[src/shared/crtc_pkg.sv]
// Package: register map, field positions, reset values and counts for the calendar clock
package crtc_pkg;
  // ---------------------------------------------------------------
  // Register word indices (byte address = 4 * index)
  // ---------------------------------------------------------------
  localparam logic [5:0] IDX_CTRL0 = 6'h00;
  localparam logic [5:0] IDX_CTRL1 = 6'h01;
  localparam logic [5:0] IDX_TIME0 = 6'h02;
  localparam logic [5:0] IDX_TIME1 = 6'h03;
  localparam logic [5:0] IDX_DATE  = 6'h04;
  localparam logic [5:0] IDX_YEAR  = 6'h05;
  localparam logic [5:0] IDX_PSC   = 6'h06;
  localparam logic [5:0] IDX_ALARM = 6'h07;
  // ---------------------------------------------------------------
  // Key handling
  // ---------------------------------------------------------------
  localparam logic [7:0] UNLOCK_KEY_VALUE = 8'ha5;
  localparam logic [7:0] KEY_READ_VALUE   = 8'h96;
  // ---------------------------------------------------------------
  // Field positions
  // ---------------------------------------------------------------
  localparam int BIT_FLAG   = 0;
  localparam int BIT_IRQEN  = 1;
  localparam int BIT_STABLE = 4;
  localparam int BIT_HOLD   = 0;
  localparam int BIT_CAL    = 1;
  localparam int BIT_BCD    = 2;
  localparam int BIT_MATCH  = 7;
  // ---------------------------------------------------------------
  // Prescaler geometry
  // ---------------------------------------------------------------
  localparam logic [7:0] PS0_LAST    = 8'hff;
  localparam logic [6:0] PS1_LAST    = 7'h7f;
  localparam int         TAP_BIT     = 7;
  localparam logic [7:0] KEEPOUT_LO  = 8'h40;
  localparam logic [7:0] KEEPOUT_HI  = 8'hc0;
  // ---------------------------------------------------------------
  // Reset values
  // ---------------------------------------------------------------
  localparam logic       RST_HOLD  = 1'b1;
  localparam logic       RST_CAL   = 1'b1;
  localparam logic       RST_BCD   = 1'b0;
  localparam logic [7:0] RST_DAY   = 8'h01;
  localparam logic [7:0] RST_MON   = 8'h01;
  localparam logic [15:0] RST_YEAR = 16'h07d0;
endpackage

[src/crtc_prescaler.sv]
// Two cascaded prescalers fed by the synchronised low-frequency oscillator pin
`timescale 1ns/1ps
module crtc_prescaler (
  input  wire logic        clk_sys,
  input  wire logic        reset_n,
  input  wire logic        osc_pin,
  input  wire logic        hold,
  input  wire logic        clear,
  input  wire logic        load,
  input  wire logic [14:0] load_value,
  output logic      [14:0] count,
  output logic             sec_tick,
  output logic             time_stable
);
  logic [2:0] sync;
  logic       level;
  logic [7:0] ps0;
  logic [6:0] ps1;
  logic       next_level;
  logic [7:0] next_ps0;
  logic [6:0] next_ps1;
  logic       next_tick;
  logic       next_stable;
  logic       osc_rise;

  // ---------------------------------------------------------------
  // Pin synchroniser and counting
  // ---------------------------------------------------------------
  always_comb begin
    next_level = level;
    osc_rise   = 1'b0;
    if (sync[1] == sync[2] && sync[1] != level) begin
      next_level = sync[1];
      osc_rise   = sync[1];
    end
    next_ps0  = ps0;
    next_ps1  = ps1;
    next_tick = 1'b0;
    if (clear) begin
      next_ps0 = 8'h00;
      next_ps1 = 7'h00;
    end else if (load) begin
      next_ps0 = load_value[7:0];
      next_ps1 = load_value[14:8];
    end else if (osc_rise && !hold) begin
      next_ps0 = ps0 + 8'h01;
      // Tap falls as the first stage wraps, clocking the second
      if (ps0[crtc_pkg::TAP_BIT] && ps0 == crtc_pkg::PS0_LAST) begin
        next_ps1 = ps1 + 7'h01;
        if (ps1 == crtc_pkg::PS1_LAST) begin
          next_tick = 1'b1;
        end
      end
    end
    // Keep-out spans 64 oscillator periods either side of the update
    next_stable = !((ps1 == crtc_pkg::PS1_LAST && ps0 >= crtc_pkg::KEEPOUT_HI) ||
                    (ps1 == 7'h00 && ps0 < crtc_pkg::KEEPOUT_LO));
  end

  always_ff @(posedge clk_sys or negedge reset_n) begin
    if (!reset_n) begin
      sync        <= 3'h0;
      level       <= 1'b0;
      ps0         <= 8'h00;
      ps1         <= 7'h00;
      sec_tick    <= 1'b0;
      time_stable <= 1'b0;
    end else begin
      sync        <= {sync[1:0], osc_pin};
      level       <= next_level;
      ps0         <= next_ps0;
      ps1         <= next_ps1;
      sec_tick    <= next_tick;
      time_stable <= next_stable;
    end
  end

  assign count = {ps1, ps0};
endmodule // crtc_prescaler

[src/crtc_top.sv]
// Calendar clock with alarm and key lock behind an APB slave
`timescale 1ns/1ps
module crtc_top (
  input  wire logic        clk_sys,
  input  wire logic        reset_n,
  input  wire logic        lowfreq_crystal_osc,
  input  wire logic        psel,
  input  wire logic        penable,
  input  wire logic        pwrite,
  input  wire logic [7:0]  paddr,
  input  wire logic [31:0] pwdata,
  input  wire logic [3:0]  pstrb,
  output logic      [31:0] prdata,
  output logic             pready,
  output logic             pslverr,
  output logic             alarm_irq
);
  logic        alarm_flag, alarm_irq_enable, count_hold, calendar_select, bcd_select;
  logic        unlocked;
  logic [7:0]  seconds_count, minutes_count, hours_count, weekday_count;
  logic [7:0]  day_of_month_count, month_count;
  logic [15:0] year_count;
  logic [7:0]  alarm_minutes, alarm_hours, alarm_weekday, alarm_day;

  logic        next_flag, next_irq_en, next_hold, next_cal, next_bcd, next_unlocked;
  logic [7:0]  next_sec, next_min, next_hour, next_dow, next_day, next_mon;
  logic [15:0] next_year;
  logic [7:0]  next_amin, next_ahour, next_adow, next_aday;
  logic [31:0] next_prdata;
  logic        next_pready, next_pslverr, next_irq;

  logic [14:0] ps_count;
  logic        sec_tick, time_stable;
  logic        ps_clear, ps_load;
  logic        access, wr;
  logic [5:0]  idx;
  logic        mapped;
  logic [31:0] image, merged;
  logic        key_wr, may_write;
  logic        advance, alarm_hit, any_enable;
  logic [7:0]  b_sec, b_min, b_hour, b_dow, b_day, b_mon;
  logic [15:0] b_year;

  // ---------------------------------------------------------------
  // Format helpers
  // ---------------------------------------------------------------
  function automatic logic [7:0] to_bin(input logic [7:0] v, input logic bcd);
    to_bin = bcd ? 8'({4'h0, v[7:4]} * 8'd10 + {4'h0, v[3:0]}) : v;
  endfunction

  function automatic logic [7:0] to_fmt(input logic [7:0] b, input logic bcd);
    to_fmt = bcd ? {4'(b / 8'd10), 4'(b % 8'd10)} : b;
  endfunction

  function automatic logic [15:0] year_bin(input logic [15:0] v, input logic bcd);
    year_bin = bcd ? 16'({12'h0, v[15:12]} * 16'd1000 + {12'h0, v[11:8]} * 16'd100 +
                         {12'h0, v[7:4]} * 16'd10 + {12'h0, v[3:0]}) : v;
  endfunction

  function automatic logic [15:0] year_fmt(input logic [15:0] b, input logic bcd);
    year_fmt = bcd ? {4'(b / 16'd1000), 4'((b / 16'd100) % 16'd10),
                      4'((b / 16'd10) % 16'd10), 4'(b % 16'd10)} : b;
  endfunction

  function automatic logic [7:0] month_len(input logic [7:0] m, input logic leap);
    case (m)
      8'd2:                    month_len = leap ? 8'd29 : 8'd28;
      8'd4, 8'd6, 8'd9, 8'd11: month_len = 8'd30;
      default:                 month_len = 8'd31;
    endcase
  endfunction

  function automatic logic [31:0] merge(input logic [31:0] old, input logic [31:0] data,
                                        input logic [3:0] strb);
    for (int i = 0; i < 4; i++) begin
      merge[i*8 +: 8] = strb[i] ? data[i*8 +: 8] : old[i*8 +: 8];
    end
  endfunction

  // ---------------------------------------------------------------
  // Prescalers
  // ---------------------------------------------------------------
  crtc_prescaler u_prescaler (
    .clk_sys     (clk_sys),
    .reset_n     (reset_n),
    .osc_pin     (lowfreq_crystal_osc),
    .hold        (count_hold),
    .clear       (ps_clear),
    .load        (ps_load),
    .load_value  (merged[14:0]),
    .count       (ps_count),
    .sec_tick    (sec_tick),
    .time_stable (time_stable)
  );

  // ---------------------------------------------------------------
  // Bus decode and read image
  // ---------------------------------------------------------------
  always_comb begin
    access = psel && penable;
    wr     = access && pready && pwrite;
    idx    = paddr[7:2];
    mapped = (idx <= crtc_pkg::IDX_ALARM);
    image  = 32'h0;
    case (idx)
      crtc_pkg::IDX_CTRL0: begin
        image[15:8]                 = crtc_pkg::KEY_READ_VALUE;
        image[crtc_pkg::BIT_FLAG]   = alarm_flag;
        image[crtc_pkg::BIT_IRQEN]  = alarm_irq_enable;
        image[crtc_pkg::BIT_STABLE] = time_stable;
      end
      crtc_pkg::IDX_CTRL1: begin
        image[crtc_pkg::BIT_HOLD] = count_hold;
        image[crtc_pkg::BIT_CAL]  = calendar_select;
        image[crtc_pkg::BIT_BCD]  = bcd_select;
      end
      crtc_pkg::IDX_TIME0: image[15:0] = {minutes_count, seconds_count};
      crtc_pkg::IDX_TIME1: image[15:0] = {weekday_count, hours_count};
      crtc_pkg::IDX_DATE:  image[15:0] = {month_count, day_of_month_count};
      crtc_pkg::IDX_YEAR:  image[15:0] = year_count;
      crtc_pkg::IDX_PSC:   image[14:0] = ps_count;
      crtc_pkg::IDX_ALARM: image = {alarm_day, alarm_weekday, alarm_hours, alarm_minutes};
      default:             image = 32'h0;
    endcase
    merged = merge(image, pwdata, pstrb);
    // Key in the upper byte decides the lock for this very access too
    key_wr    = wr && idx == crtc_pkg::IDX_CTRL0 && pstrb[1];
    may_write = key_wr ? (pwdata[15:8] == crtc_pkg::UNLOCK_KEY_VALUE) : unlocked;
  end

  // ---------------------------------------------------------------
  // Calendar advance and alarm compare
  // ---------------------------------------------------------------
  always_comb begin
    advance = sec_tick && calendar_select && !count_hold &&
              !(wr && may_write && idx inside {[crtc_pkg::IDX_TIME0:crtc_pkg::IDX_YEAR]});
    b_sec   = to_bin(seconds_count, bcd_select);
    b_min   = to_bin(minutes_count, bcd_select);
    b_hour  = to_bin(hours_count, bcd_select);
    b_dow   = weekday_count;
    b_day   = to_bin(day_of_month_count, bcd_select);
    b_mon   = to_bin(month_count, bcd_select);
    b_year  = year_bin(year_count, bcd_select);
    if (b_sec >= 8'd59) begin
      b_sec = 8'd0;
      if (b_min >= 8'd59) begin
        b_min = 8'd0;
        if (b_hour >= 8'd23) begin
          b_hour = 8'd0;
          b_dow  = (b_dow >= 8'd6) ? 8'd0 : b_dow + 8'd1;
          if (b_day >= month_len(b_mon, b_year[1:0] == 2'b00)) begin
            b_day = 8'd1;
            if (b_mon >= 8'd12) begin
              b_mon  = 8'd1;
              b_year = b_year + 16'd1;
            end else begin
              b_mon = b_mon + 8'd1;
            end
          end else begin
            b_day = b_day + 8'd1;
          end
        end else begin
          b_hour = b_hour + 8'd1;
        end
      end else begin
        b_min = b_min + 8'd1;
      end
    end else begin
      b_sec = b_sec + 8'd1;
    end
    any_enable = alarm_minutes[crtc_pkg::BIT_MATCH] || alarm_hours[crtc_pkg::BIT_MATCH] ||
                 alarm_weekday[crtc_pkg::BIT_MATCH] || alarm_day[crtc_pkg::BIT_MATCH];
    alarm_hit = advance && any_enable && b_sec == 8'd0 &&
      (!alarm_minutes[crtc_pkg::BIT_MATCH] ||
       alarm_minutes[6:0] == to_fmt(b_min, bcd_select)) &&
      (!alarm_hours[crtc_pkg::BIT_MATCH] ||
       alarm_hours[6:0] == to_fmt(b_hour, bcd_select)) &&
      (!alarm_weekday[crtc_pkg::BIT_MATCH] || alarm_weekday[6:0] == b_dow[6:0]) &&
      (!alarm_day[crtc_pkg::BIT_MATCH] ||
       alarm_day[6:0] == to_fmt(b_day, bcd_select));
  end

  // ---------------------------------------------------------------
  // Register next state
  // ---------------------------------------------------------------
  always_comb begin
    next_flag     = alarm_flag;
    next_irq_en   = alarm_irq_enable;
    next_hold     = count_hold;
    next_cal      = calendar_select;
    next_bcd      = bcd_select;
    next_unlocked = unlocked;
    next_sec      = seconds_count;
    next_min      = minutes_count;
    next_hour     = hours_count;
    next_dow      = weekday_count;
    next_day      = day_of_month_count;
    next_mon      = month_count;
    next_year     = year_count;
    next_amin     = alarm_minutes;
    next_ahour    = alarm_hours;
    next_adow     = alarm_weekday;
    next_aday     = alarm_day;
    ps_clear      = 1'b0;
    ps_load       = 1'b0;
    if (key_wr) begin
      next_unlocked = may_write;
    end
    if (advance) begin
      next_sec  = to_fmt(b_sec, bcd_select);
      next_min  = to_fmt(b_min, bcd_select);
      next_hour = to_fmt(b_hour, bcd_select);
      next_dow  = b_dow;
      next_day  = to_fmt(b_day, bcd_select);
      next_mon  = to_fmt(b_mon, bcd_select);
      next_year = year_fmt(b_year, bcd_select);
    end
    // Locked writes fall through unseen, except to the alarm register; the bus still completes normally
    if (wr && may_write) begin
      case (idx)
        crtc_pkg::IDX_CTRL0: begin
          // Flag can only be cleared by software, never set
          next_flag   = alarm_flag && merged[crtc_pkg::BIT_FLAG];
          next_irq_en = merged[crtc_pkg::BIT_IRQEN];
        end
        crtc_pkg::IDX_CTRL1: begin
          next_hold = merged[crtc_pkg::BIT_HOLD];
          next_cal  = merged[crtc_pkg::BIT_CAL];
          next_bcd  = merged[crtc_pkg::BIT_BCD];
        end
        crtc_pkg::IDX_TIME0: begin
          {next_min, next_sec} = merged[15:0];
          ps_clear = 1'b1;
        end
        crtc_pkg::IDX_TIME1: begin
          {next_dow, next_hour} = merged[15:0];
          ps_clear = 1'b1;
        end
        crtc_pkg::IDX_DATE: begin
          {next_mon, next_day} = merged[15:0];
          ps_clear = 1'b1;
        end
        crtc_pkg::IDX_YEAR: begin
          next_year = merged[15:0];
          ps_clear  = 1'b1;
        end
        crtc_pkg::IDX_PSC: ps_load = 1'b1;
        default: ;
      endcase
    end
    if (wr && idx == crtc_pkg::IDX_ALARM) begin
      {next_aday, next_adow, next_ahour, next_amin} = merged;
    end
    // A match in the clearing cycle must not be lost
    if (alarm_hit) begin
      next_flag = 1'b1;
    end
    next_irq     = next_flag && next_irq_en;
    next_pready  = access && !pready;
    next_pslverr = access && !pready && !mapped;
    next_prdata  = (access && !pready && !pwrite) ? image : 32'h0;
  end

  always_ff @(posedge clk_sys or negedge reset_n) begin
    if (!reset_n) begin
      alarm_flag         <= 1'b0;
      alarm_irq_enable   <= 1'b0;
      count_hold         <= crtc_pkg::RST_HOLD;
      calendar_select    <= crtc_pkg::RST_CAL;
      bcd_select         <= crtc_pkg::RST_BCD;
      unlocked           <= 1'b0;
      seconds_count      <= 8'h00;
      minutes_count      <= 8'h00;
      hours_count        <= 8'h00;
      weekday_count      <= 8'h00;
      day_of_month_count <= crtc_pkg::RST_DAY;
      month_count        <= crtc_pkg::RST_MON;
      year_count         <= crtc_pkg::RST_YEAR;
      alarm_minutes      <= 8'h00;
      alarm_hours        <= 8'h00;
      alarm_weekday      <= 8'h00;
      alarm_day          <= 8'h00;
      prdata             <= 32'h0;
      pready             <= 1'b0;
      pslverr            <= 1'b0;
      alarm_irq          <= 1'b0;
    end else begin
      alarm_flag         <= next_flag;
      alarm_irq_enable   <= next_irq_en;
      count_hold         <= next_hold;
      calendar_select    <= next_cal;
      bcd_select         <= next_bcd;
      unlocked           <= next_unlocked;
      seconds_count      <= next_sec;
      minutes_count      <= next_min;
      hours_count        <= next_hour;
      weekday_count      <= next_dow;
      day_of_month_count <= next_day;
      month_count        <= next_mon;
      year_count         <= next_year;
      alarm_minutes      <= next_amin;
      alarm_hours        <= next_ahour;
      alarm_weekday      <= next_adow;
      alarm_day          <= next_aday;
      prdata             <= next_prdata;
      pready             <= next_pready;
      pslverr            <= next_pslverr;
      alarm_irq          <= next_irq;
    end
  end
endmodule // crtc_top

[config.mk]
export PLATFORM = sky130hd
export DESIGN_NAME = crtc_top
export DESIGN_NICKNAME = d
export VERILOG_FILES = /design/src/shared/crtc_pkg.sv /design/src/crtc_prescaler.sv /design/src/crtc_top.sv
export SDC_FILE = /design/constraint.sdc
export NUM_CORES = 1
export LEC_CHECK = 0
export ABC_AREA = 1
export BUFFER_PORTS_ARGS = -buffer_cell sky130_fd_sc_hd__buf_2
export CORE_UTILIZATION = 40
export CTS_CLUSTER_SIZE = 24
export DETAILED_ROUTE_END_ITERATION = 7
export SLEW_MARGIN = 20
export SYNTH_ARGS = -nofsm -noshare
export SYNTH_HDL_FRONTEND = slang
export SYNTH_HIERARCHICAL = 1
export SYNTH_SLANG_ARGS = --single-unit
export TNS_END_PERCENT = 50
[constraint.sdc]
create_clock -name clk_sys -period 9.7 [get_ports clk_sys]
set_clock_uncertainty 0.1 [all_clocks]
set_input_delay 1.94 -clock clk_sys [delete_from_list [all_inputs] [get_ports clk_sys]]
set_output_delay 1.94 -clock clk_sys [all_outputs]
set_load 0.1 [all_outputs]
After elaboration in Yosys (flattened, before gate mapping)
Index checks and enable logic that the tools add are counted.
{"block": "totals", "regBits": 158, "inputBits": 50, "out_inout_bits": 35}
{"block": "classes", "addsub": 17, "mul": 8, "n_div": 16, "n_lt_le_gt_ge": 11, "n_eq_ne": 21, "mux": 98, "n_reduce_logical": 56}
{"operator": "$mux W8", "n": 57}
{"operator": "$mux W16", "n": 11}
{"operator": "$add A8 B1 Y8 const B", "n": 7}
{"operator": "$pmux W7 S7", "n": 1}
{"operator": "$mod A16 B4 Y16 const B", "n": 3}
{"operator": "$mul A4 B3 Y7 const B", "n": 6}
{"operator": "$add A8 B4 Y8", "n": 5}
{"operator": "$div A8 B4 Y8 const B", "n": 5}
{"operator": "$mod A8 B4 Y8 const B", "n": 5}
{"operator": "$mux W32", "n": 1}
{"operator": "$logic_and A1 B1 Y1", "n": 28}
{"operator": "$mux W7", "n": 4}
{"operator": "$eq A6 B3 Y1 const B", "n": 4}
{"operator": "$eq A7 B8 Y1", "n": 3}
{"operator": "$pmux W3 S6", "n": 1}
{"operator": "$mux W1", "n": 17}
{"operator": "$add A15 B8 Y16", "n": 1}
{"operator": "$add A16 B1 Y16 const B", "n": 1}
{"operator": "$add A16 B4 Y16", "n": 1}
{"operator": "$div A16 B10 Y16 const B", "n": 1}
{"operator": "$div A16 B4 Y16 const B", "n": 1}
{"operator": "$div A16 B7 Y16 const B", "n": 1}
{"operator": "$eq A8 B3 Y1 const B", "n": 2}
{"operator": "$eq A8 B4 Y1 const B", "n": 2}
{"operator": "other kinds (34)", "n": 59}

Depth between registers and ports, before layout
{"block": "logic_depth", "ltp_word": 23, "ltp_mapped": 97, "ltp_nobuf": 96}

Hierarchy
Netlist, hierarchy kept.
{"mod": "crtc_top", "n_inst": 1, "cells_per_inst": 2748, "area_per_inst_um2": 17793.3, "seq_area_each_um2": 3440.8}
{"mod": "crtc_prescaler", "n_inst": 1, "cells_per_inst": 175, "area_per_inst_um2": 1340.0, "seq_area_each_um2": 525.5}

Worst setup path after synthesis
Ideal clock, no wire load.
{"block": "synth_timing", "path_type": "register to register", "from": "register year_count[14]", "to": "register year_count[11]", "setup_time_ns": 0.077, "t_arrival_ns": 9.753, "t_required_ns": 9.523, "setup_slack_ns": -0.231, "stages_incl_launch_ff": 74, "period_less_slack_ns": 9.931, "path_cell_list": "dfrtp_1 -> fa_1 -> inv_1 -> fa_1 -> inv_1 -> ha_1 -> a21oi_1 -> nand2_1 -> xor2_1 -> ha_1 -> ha_1 -> ha_1 -> nand2_1 -> inv_1 -> a21oi_1 -> nand3_1 -> nand3_1 -> nand2_1 -> (+38 left out) -> nor2_1 -> nand2_2 -> nand2_2 -> buf_6 -> xor2_1 -> ha_1 -> nand3_2 -> nand2_4 -> nand2_1 -> nand2_1 -> inv_1 -> ha_1 -> nand3b_1 -> nand2_1 -> nand2_1 -> nand3_1 -> nand2_1 -> a21oi_1"}
{"block": "synth_via", "elab_chain_cells": 17}
{"element": "start, declared", "line": "crtc_top.sv:22", "source": "logic [15:0] year_count;"}
{"element": "start signal, assigned", "line": "crtc_top.sv:278", "source": "year_count <= crtc_pkg::RST_YEAR;"}
{"element": "start signal, assigned", "line": "crtc_top.sv:300", "source": "year_count <= next_year;"}
{"element": "$mul A4 B7 Y11", "line": "crtc_top.sv:56", "source": "year_bin = bcd ? 16'({12'h0, v[15:12]} * 16'd1000 + {12'h0, v[11:8]} * 16'd100 +"}
{"element": "$add A14 B11 Y15", "line": "crtc_top.sv:56"}
{"element": "$add A15 B8 Y16", "line": "crtc_top.sv:56"}
{"element": "$add A16 B4 Y16", "line": "crtc_top.sv:57", "source": "{12'h0, v[7:4]} * 16'd10 + {12'h0, v[3:0]}) : v;"}
{"element": "$mux W16 (*)", "line": "crtc_top.sv:56"}
{"element": "$add A16 B1 Y16", "line": "crtc_top.sv:155", "source": "b_year = b_year + 16'd1;"}
{"element": "$mux W16", "line": "crtc_top.sv:153", "source": "if (b_mon >= 8'd12) begin"}
{"element": "$mux W16", "line": "crtc_top.sv:151", "source": "if (b_day >= month_len(b_mon, b_year[1:0] == 2'b00)) begin"}
{"element": "(+2 left out)"}
{"element": "$mux W16 (*)", "line": "crtc_top.sv:144", "source": "if (b_sec >= 8'd59) begin"}
{"element": "$div A16 B7 Y16", "line": "crtc_top.sv:61", "source": "year_fmt = bcd ? {4'(b / 16'd1000), 4'((b / 16'd100) % 16'd10),"}
{"element": "$mod A16 B4 Y16", "line": "crtc_top.sv:61"}
{"element": "$mux W16 (*)", "line": "crtc_top.sv:61"}
{"element": "$mux W16 (*)", "line": "crtc_top.sv:209", "source": "if (advance) begin"}
{"element": "$mux W16", "line": "crtc_top.sv:220", "source": "case (idx)"}
{"element": "$mux W16 (*)", "line": "crtc_top.sv:219", "source": "if (wr && may_write) begin"}
{"element": "via next_year[11]", "line": "crtc_top.sv:27", "source": "logic [15:0] next_year;"}
Mark *: on every way through the listed nets, which the timed path passes. The rest lies on a longest branch.
A chain may end at the register's enable or synchronous reset.

Worst setup path after layout
{"block": "layout_timing", "from": "register year_count[13]", "to": "register year_count[10]"}
The elaborated chain is that of the path after synthesis.

==> flow_metrics.tcl <==
set metrics [dict create \
    timing.final.max_slew_violations 0 \
    post_synth_instance_area_um2 19100 \
    postSynthNetCount 3113 \
    setup.worst_path.class "flop to flop" \
    num-fill-cells 4598 \
    synth_most_common_cell "sky130_fd_sc_hd__nand2_1" \
    critPathMaxStageDelay_ns 0.55 \
    power_density_nw_per_um2 61.3 \
    ios 85 \
    total_count_of_hold_check_failures_in_the_final_report 0 \
    drt_drc_violations_left 0 \
    totalWireLength_mm 66.5 \
    grt_first_pass_wirelength_mm 104 \
    postSynthRegisterBits 158 \
    antenna_cells 0 \
    timing.rr.start "year_count[13]" \
    clk_pin_slew_worst_paths_ns 0.06 \
    reg2reg_setup_slack_ns -0.48 \
    yosys.cell_types.count 83 \
    multi_input_area_um2 14300 \
    stdcell_area_um2 24500 \
    grt_pass1_vias 20151 \
    grt_max_degree 88 \
    cts_buffer_depth 2 \
    ant_nets 0 \
    finalNetCount 3489 \
    whs_path_depth 0 \
    initial_core_util 0.408 \
    holdCritStartpoint "u_prescaler/sync[0]" \
    crit_required_ns 9.97 \
    yosysTopAreaCell "sky130_fd_sc_hd__dfrtp_1" \
    max_slew.worst_pin.slew_ns 1.19 \
    synth-warning-count 6 \
    yosysSeqAreaShare 0.207 \
    cp_data_arrival_time_ns 10.45 \
    status "finished, violations left" \
    antenna_found_initial 0 \
    violations "setup timing" \
    gpl.final_weighted_congestion 0.951 \
    fin_crit_sh 1.05 \
    cts-hold-fix-buffers 0 \
    post_syn_instances 2923 \
    startpoint "year_count[13]" \
    crit_top_cell "sky130_fd_sc_hd__nand2_2" \
    report.final.setup_viol 7 \
    htree_num_levels 4 \
    ir_drop_mv 0.128 \
    initial_drt_markers 1591 \
    die_h_um 221 \
    yosys-top-cells-area "sky130_fd_sc_hd__dfrtp_1 (19%), sky130_fd_sc_hd__nand2_1 (14%), sky130_fd_sc_hd__inv_1 (7.9%), sky130_fd_sc_hd__ha_1 (7.4%), sky130_fd_sc_hd__o21ai_0 (5.7%)" \
    dpl_cell_area_um2 22000 \
    ff_latch_area_um2 3970 \
    synth_top_cell_area_share 0.194 \
    final_core_util 0.524 \
    placeable_core_region_um2 46900 \
    syn_avg_cell_area_um2 6.55 \
    tritoncts "yes" \
    clock_latency_ns 0.45 \
    die_area_um2 48700 \
    timing.critical_path.to_type "flop" \
    postSynth.topFlopCell "sky130_fd_sc_hd__dfrtp_1" \
    cts_num_sinks 158 \
    placementRows 79 \
    grt_use_total 0.269 \
    critical_path_peak_fanout 8 \
    synth_enable_flop_cells 0 \
    estimated_wirelength_of_the_detail_placed_design_mm 50.2 \
    chipWidth_um 221 \
    drt-vias-per-instance 5.40 \
    maxCapViolations 0 \
    worst_r2r_endpoint "year_count[10]" \
    drive_gt1_frac 0.287 \
    flow.area_growth_from_synthesis_pct 28.2 \
    critPathLaunchType "flop" \
    holdPathEnd "u_prescaler/sync[1]" \
    timing.final.ws_setup_ns -0.481 \
    wl_per_cell_um 17.0 \
    num_vias 21153 \
    synth_top_cells_by_count "sky130_fd_sc_hd__nand2_1 (726), sky130_fd_sc_hd__inv_1 (403), sky130_fd_sc_hd__o21ai_0 (219), sky130_fd_sc_hd__nand3_1 (217), sky130_fd_sc_hd__nor2_1 (212)" \
    async_reset_ff_frac 1.00 \
    timing.fmax_ghz 0.0982 \
    ctsRootBufferMaster "sky130_fd_sc_hd__clkbuf_16" \
    maxSlewHeadroom 0.195 \
    total_congestion_overflow 0 \
    firstDrtPassIters 6 \
    place.port_buffers 82 \
    worstHoldPathType "flop to flop" \
    static-leakage-power_nw 13.0 \
    worst_r2r_path_depth 80 \
    period_minus_slack_ns 10.18 \
    grt_setup_unrepaired "yes" \
    worst_path_max_delay_cell "sky130_fd_sc_hd__fa_1" \
    numCtsBuffers 17 \
]
-- what timing repair did --
item,4_1_cts,5_1_grt
cloned,0,0
setup buffers,43,28
setup endpoints to repair,13,14
gates resized for setup,138,205
pin swaps,116,154
-- critical path, delay by kind of cell (launching register included) --
| kind | cells | cell delay (ns) |
|---|---|---|
| buffers and inverters | 16 | 1.60 |
| adder cells (fa/ha/maj) | 6 | 2.21 |
| XOR/XNOR | 3 | 0.45 |
| AO/OA/AOI/OAI | 2 | 0.20 |
| AND/OR/NAND/NOR | 53 | 5.09 |
| flip-flops | 1 | 0.45 |
-- how the worst max path moves through the flow --
stage,slack [ns],to,cells past startpoint
after floorplan,0.02,year_count[11],76
after global placement,-0.63,year_count[11],78
after detailed placement,-0.84,year_count[11],75
after CTS,-0.34,year_count[12],77
after global routing,-1.06,year_count[11],81
final,-0.48,year_count[10],80
-- layout by cell type (no fill, tap or decap), types with 18 or more instances in the layout --
cell type / Yosys / routed
sky130_fd_sc_hd__nand2_1: 726 / 633
sky130_fd_sc_hd__inv_1: 403 / 381
sky130_fd_sc_hd__buf_4: 4 / 338
sky130_fd_sc_hd__o21ai_0: 219 / 206
sky130_fd_sc_hd__nor2_1: 212 / 190
sky130_fd_sc_hd__nand3_1: 217 / 180
sky130_fd_sc_hd__dfrtp_1: 148 / 144
sky130_fd_sc_hd__nand2_2: 71 / 123
sky130_fd_sc_hd__a21oi_1: 134 / 118
sky130_fd_sc_hd__ha_1: 113 / 92
sky130_fd_sc_hd__buf_2: 6 / 81
sky130_fd_sc_hd__xor2_1: 71 / 68
sky130_fd_sc_hd__nand2_4: 24 / 61
sky130_fd_sc_hd__nand3_2: 33 / 55
sky130_fd_sc_hd__nand4_1: 50 / 50
sky130_fd_sc_hd__inv_2: 32 / 50
sky130_fd_sc_hd__a22oi_1: 43 / 43
sky130_fd_sc_hd__o211ai_1: 30 / 30
sky130_fd_sc_hd__nor3_1: 29 / 29
sky130_fd_sc_hd__o21ai_1: 21 / 27
sky130_fd_sc_hd__fa_1: 27 / 27
sky130_fd_sc_hd__nor2_4: 12 / 25
sky130_fd_sc_hd__nor2_2: 10 / 19
sky130_fd_sc_hd__o22ai_1: 19 / 19
sky130_fd_sc_hd__xnor2_1: 24 / 19
sky130_fd_sc_hd__ha_4: 0 / 18
sky130_fd_sc_hd__buf_6: 11 / 18
-- power by group --
group / switching, mW / leakage (nW) / total, mW / internal, mW
registers: 0.0296 / 1.97 / 0.704 / 0.675
logic: 0.0898 / 10.8 / 0.129 / 0.0390
clock network: 0.314 / 0.264 / 0.671 / 0.358
-- metrics by stage --
| stage | setup TNS (ns) | hold WS, ns | worst slack (ns) | power [mW] | cells |
|---|---|---|---|---|---|
| after global placement | -3.67 | 0.245 | -0.633 | 0.840 | 3816 |
| after detailed placement | -5.98 | 0.241 | -0.843 | 0.843 | 3816 |
| after floorplan | 0 | 0.231 | 0.0155 | 0.776 | 2923 |
| after CTS | -2.24 | 0.265 | -0.337 | 1.51 | 3891 |
| after global routing | -9.52 | 0.272 | -1.06 | 1.55 | 3919 |
| final | -2.38 | 0.260 | -0.481 | 1.50 | 3919 |
-- final cells by class --
cell class                      instances  share of cell area
Sequential cell                       158               0.162
Clock inverter                         14             0.00551
Tap cell                              607              0.0310
Timing Repair Buffer                  439               0.130
Clock buffer                           18              0.0175
Inverter                              451              0.0701
Multi-Input combinational cell       2232               0.584
-- state kept, by name (all words and copies together) (netlist names), 3 cells and up --
register,flops
alarm_day,8
alarm_hours,8
alarm_minutes,8
alarm_weekday,8
day_of_month_count,8
hours_count,8
minutes_count,8
month_count,8
prdata,32
seconds_count,8
u_prescaler/ps0,8
u_prescaler/ps1,7
u_prescaler/sync,3
weekday_count,8
year_count,16
-- metal layers --
layer,GRT usage,part of all wire,wire [µm]
met3,0.0340,0.055,3640
met5,0,0,0
met2,0.469,0.49,32600
met4,0.0989,0.034,2290
met1,0.338,0.42,28000
-- kinds of logic after synthesis --
| family | after synthesis | share of synthesized area |
|---|---|---|
| buf+inv | 533 | 0.117 |
| flops | 158 | 0.207 |
| compound gates | 556 | 0.174 |
| mux | 2 | 0.00105 |
| fa+ha+maj | 140 | 0.102 |
| xor+xnor | 100 | 0.0487 |
| simple gates | 1434 | 0.351 |
Note: power is estimated with default switching activity, not from simulation.
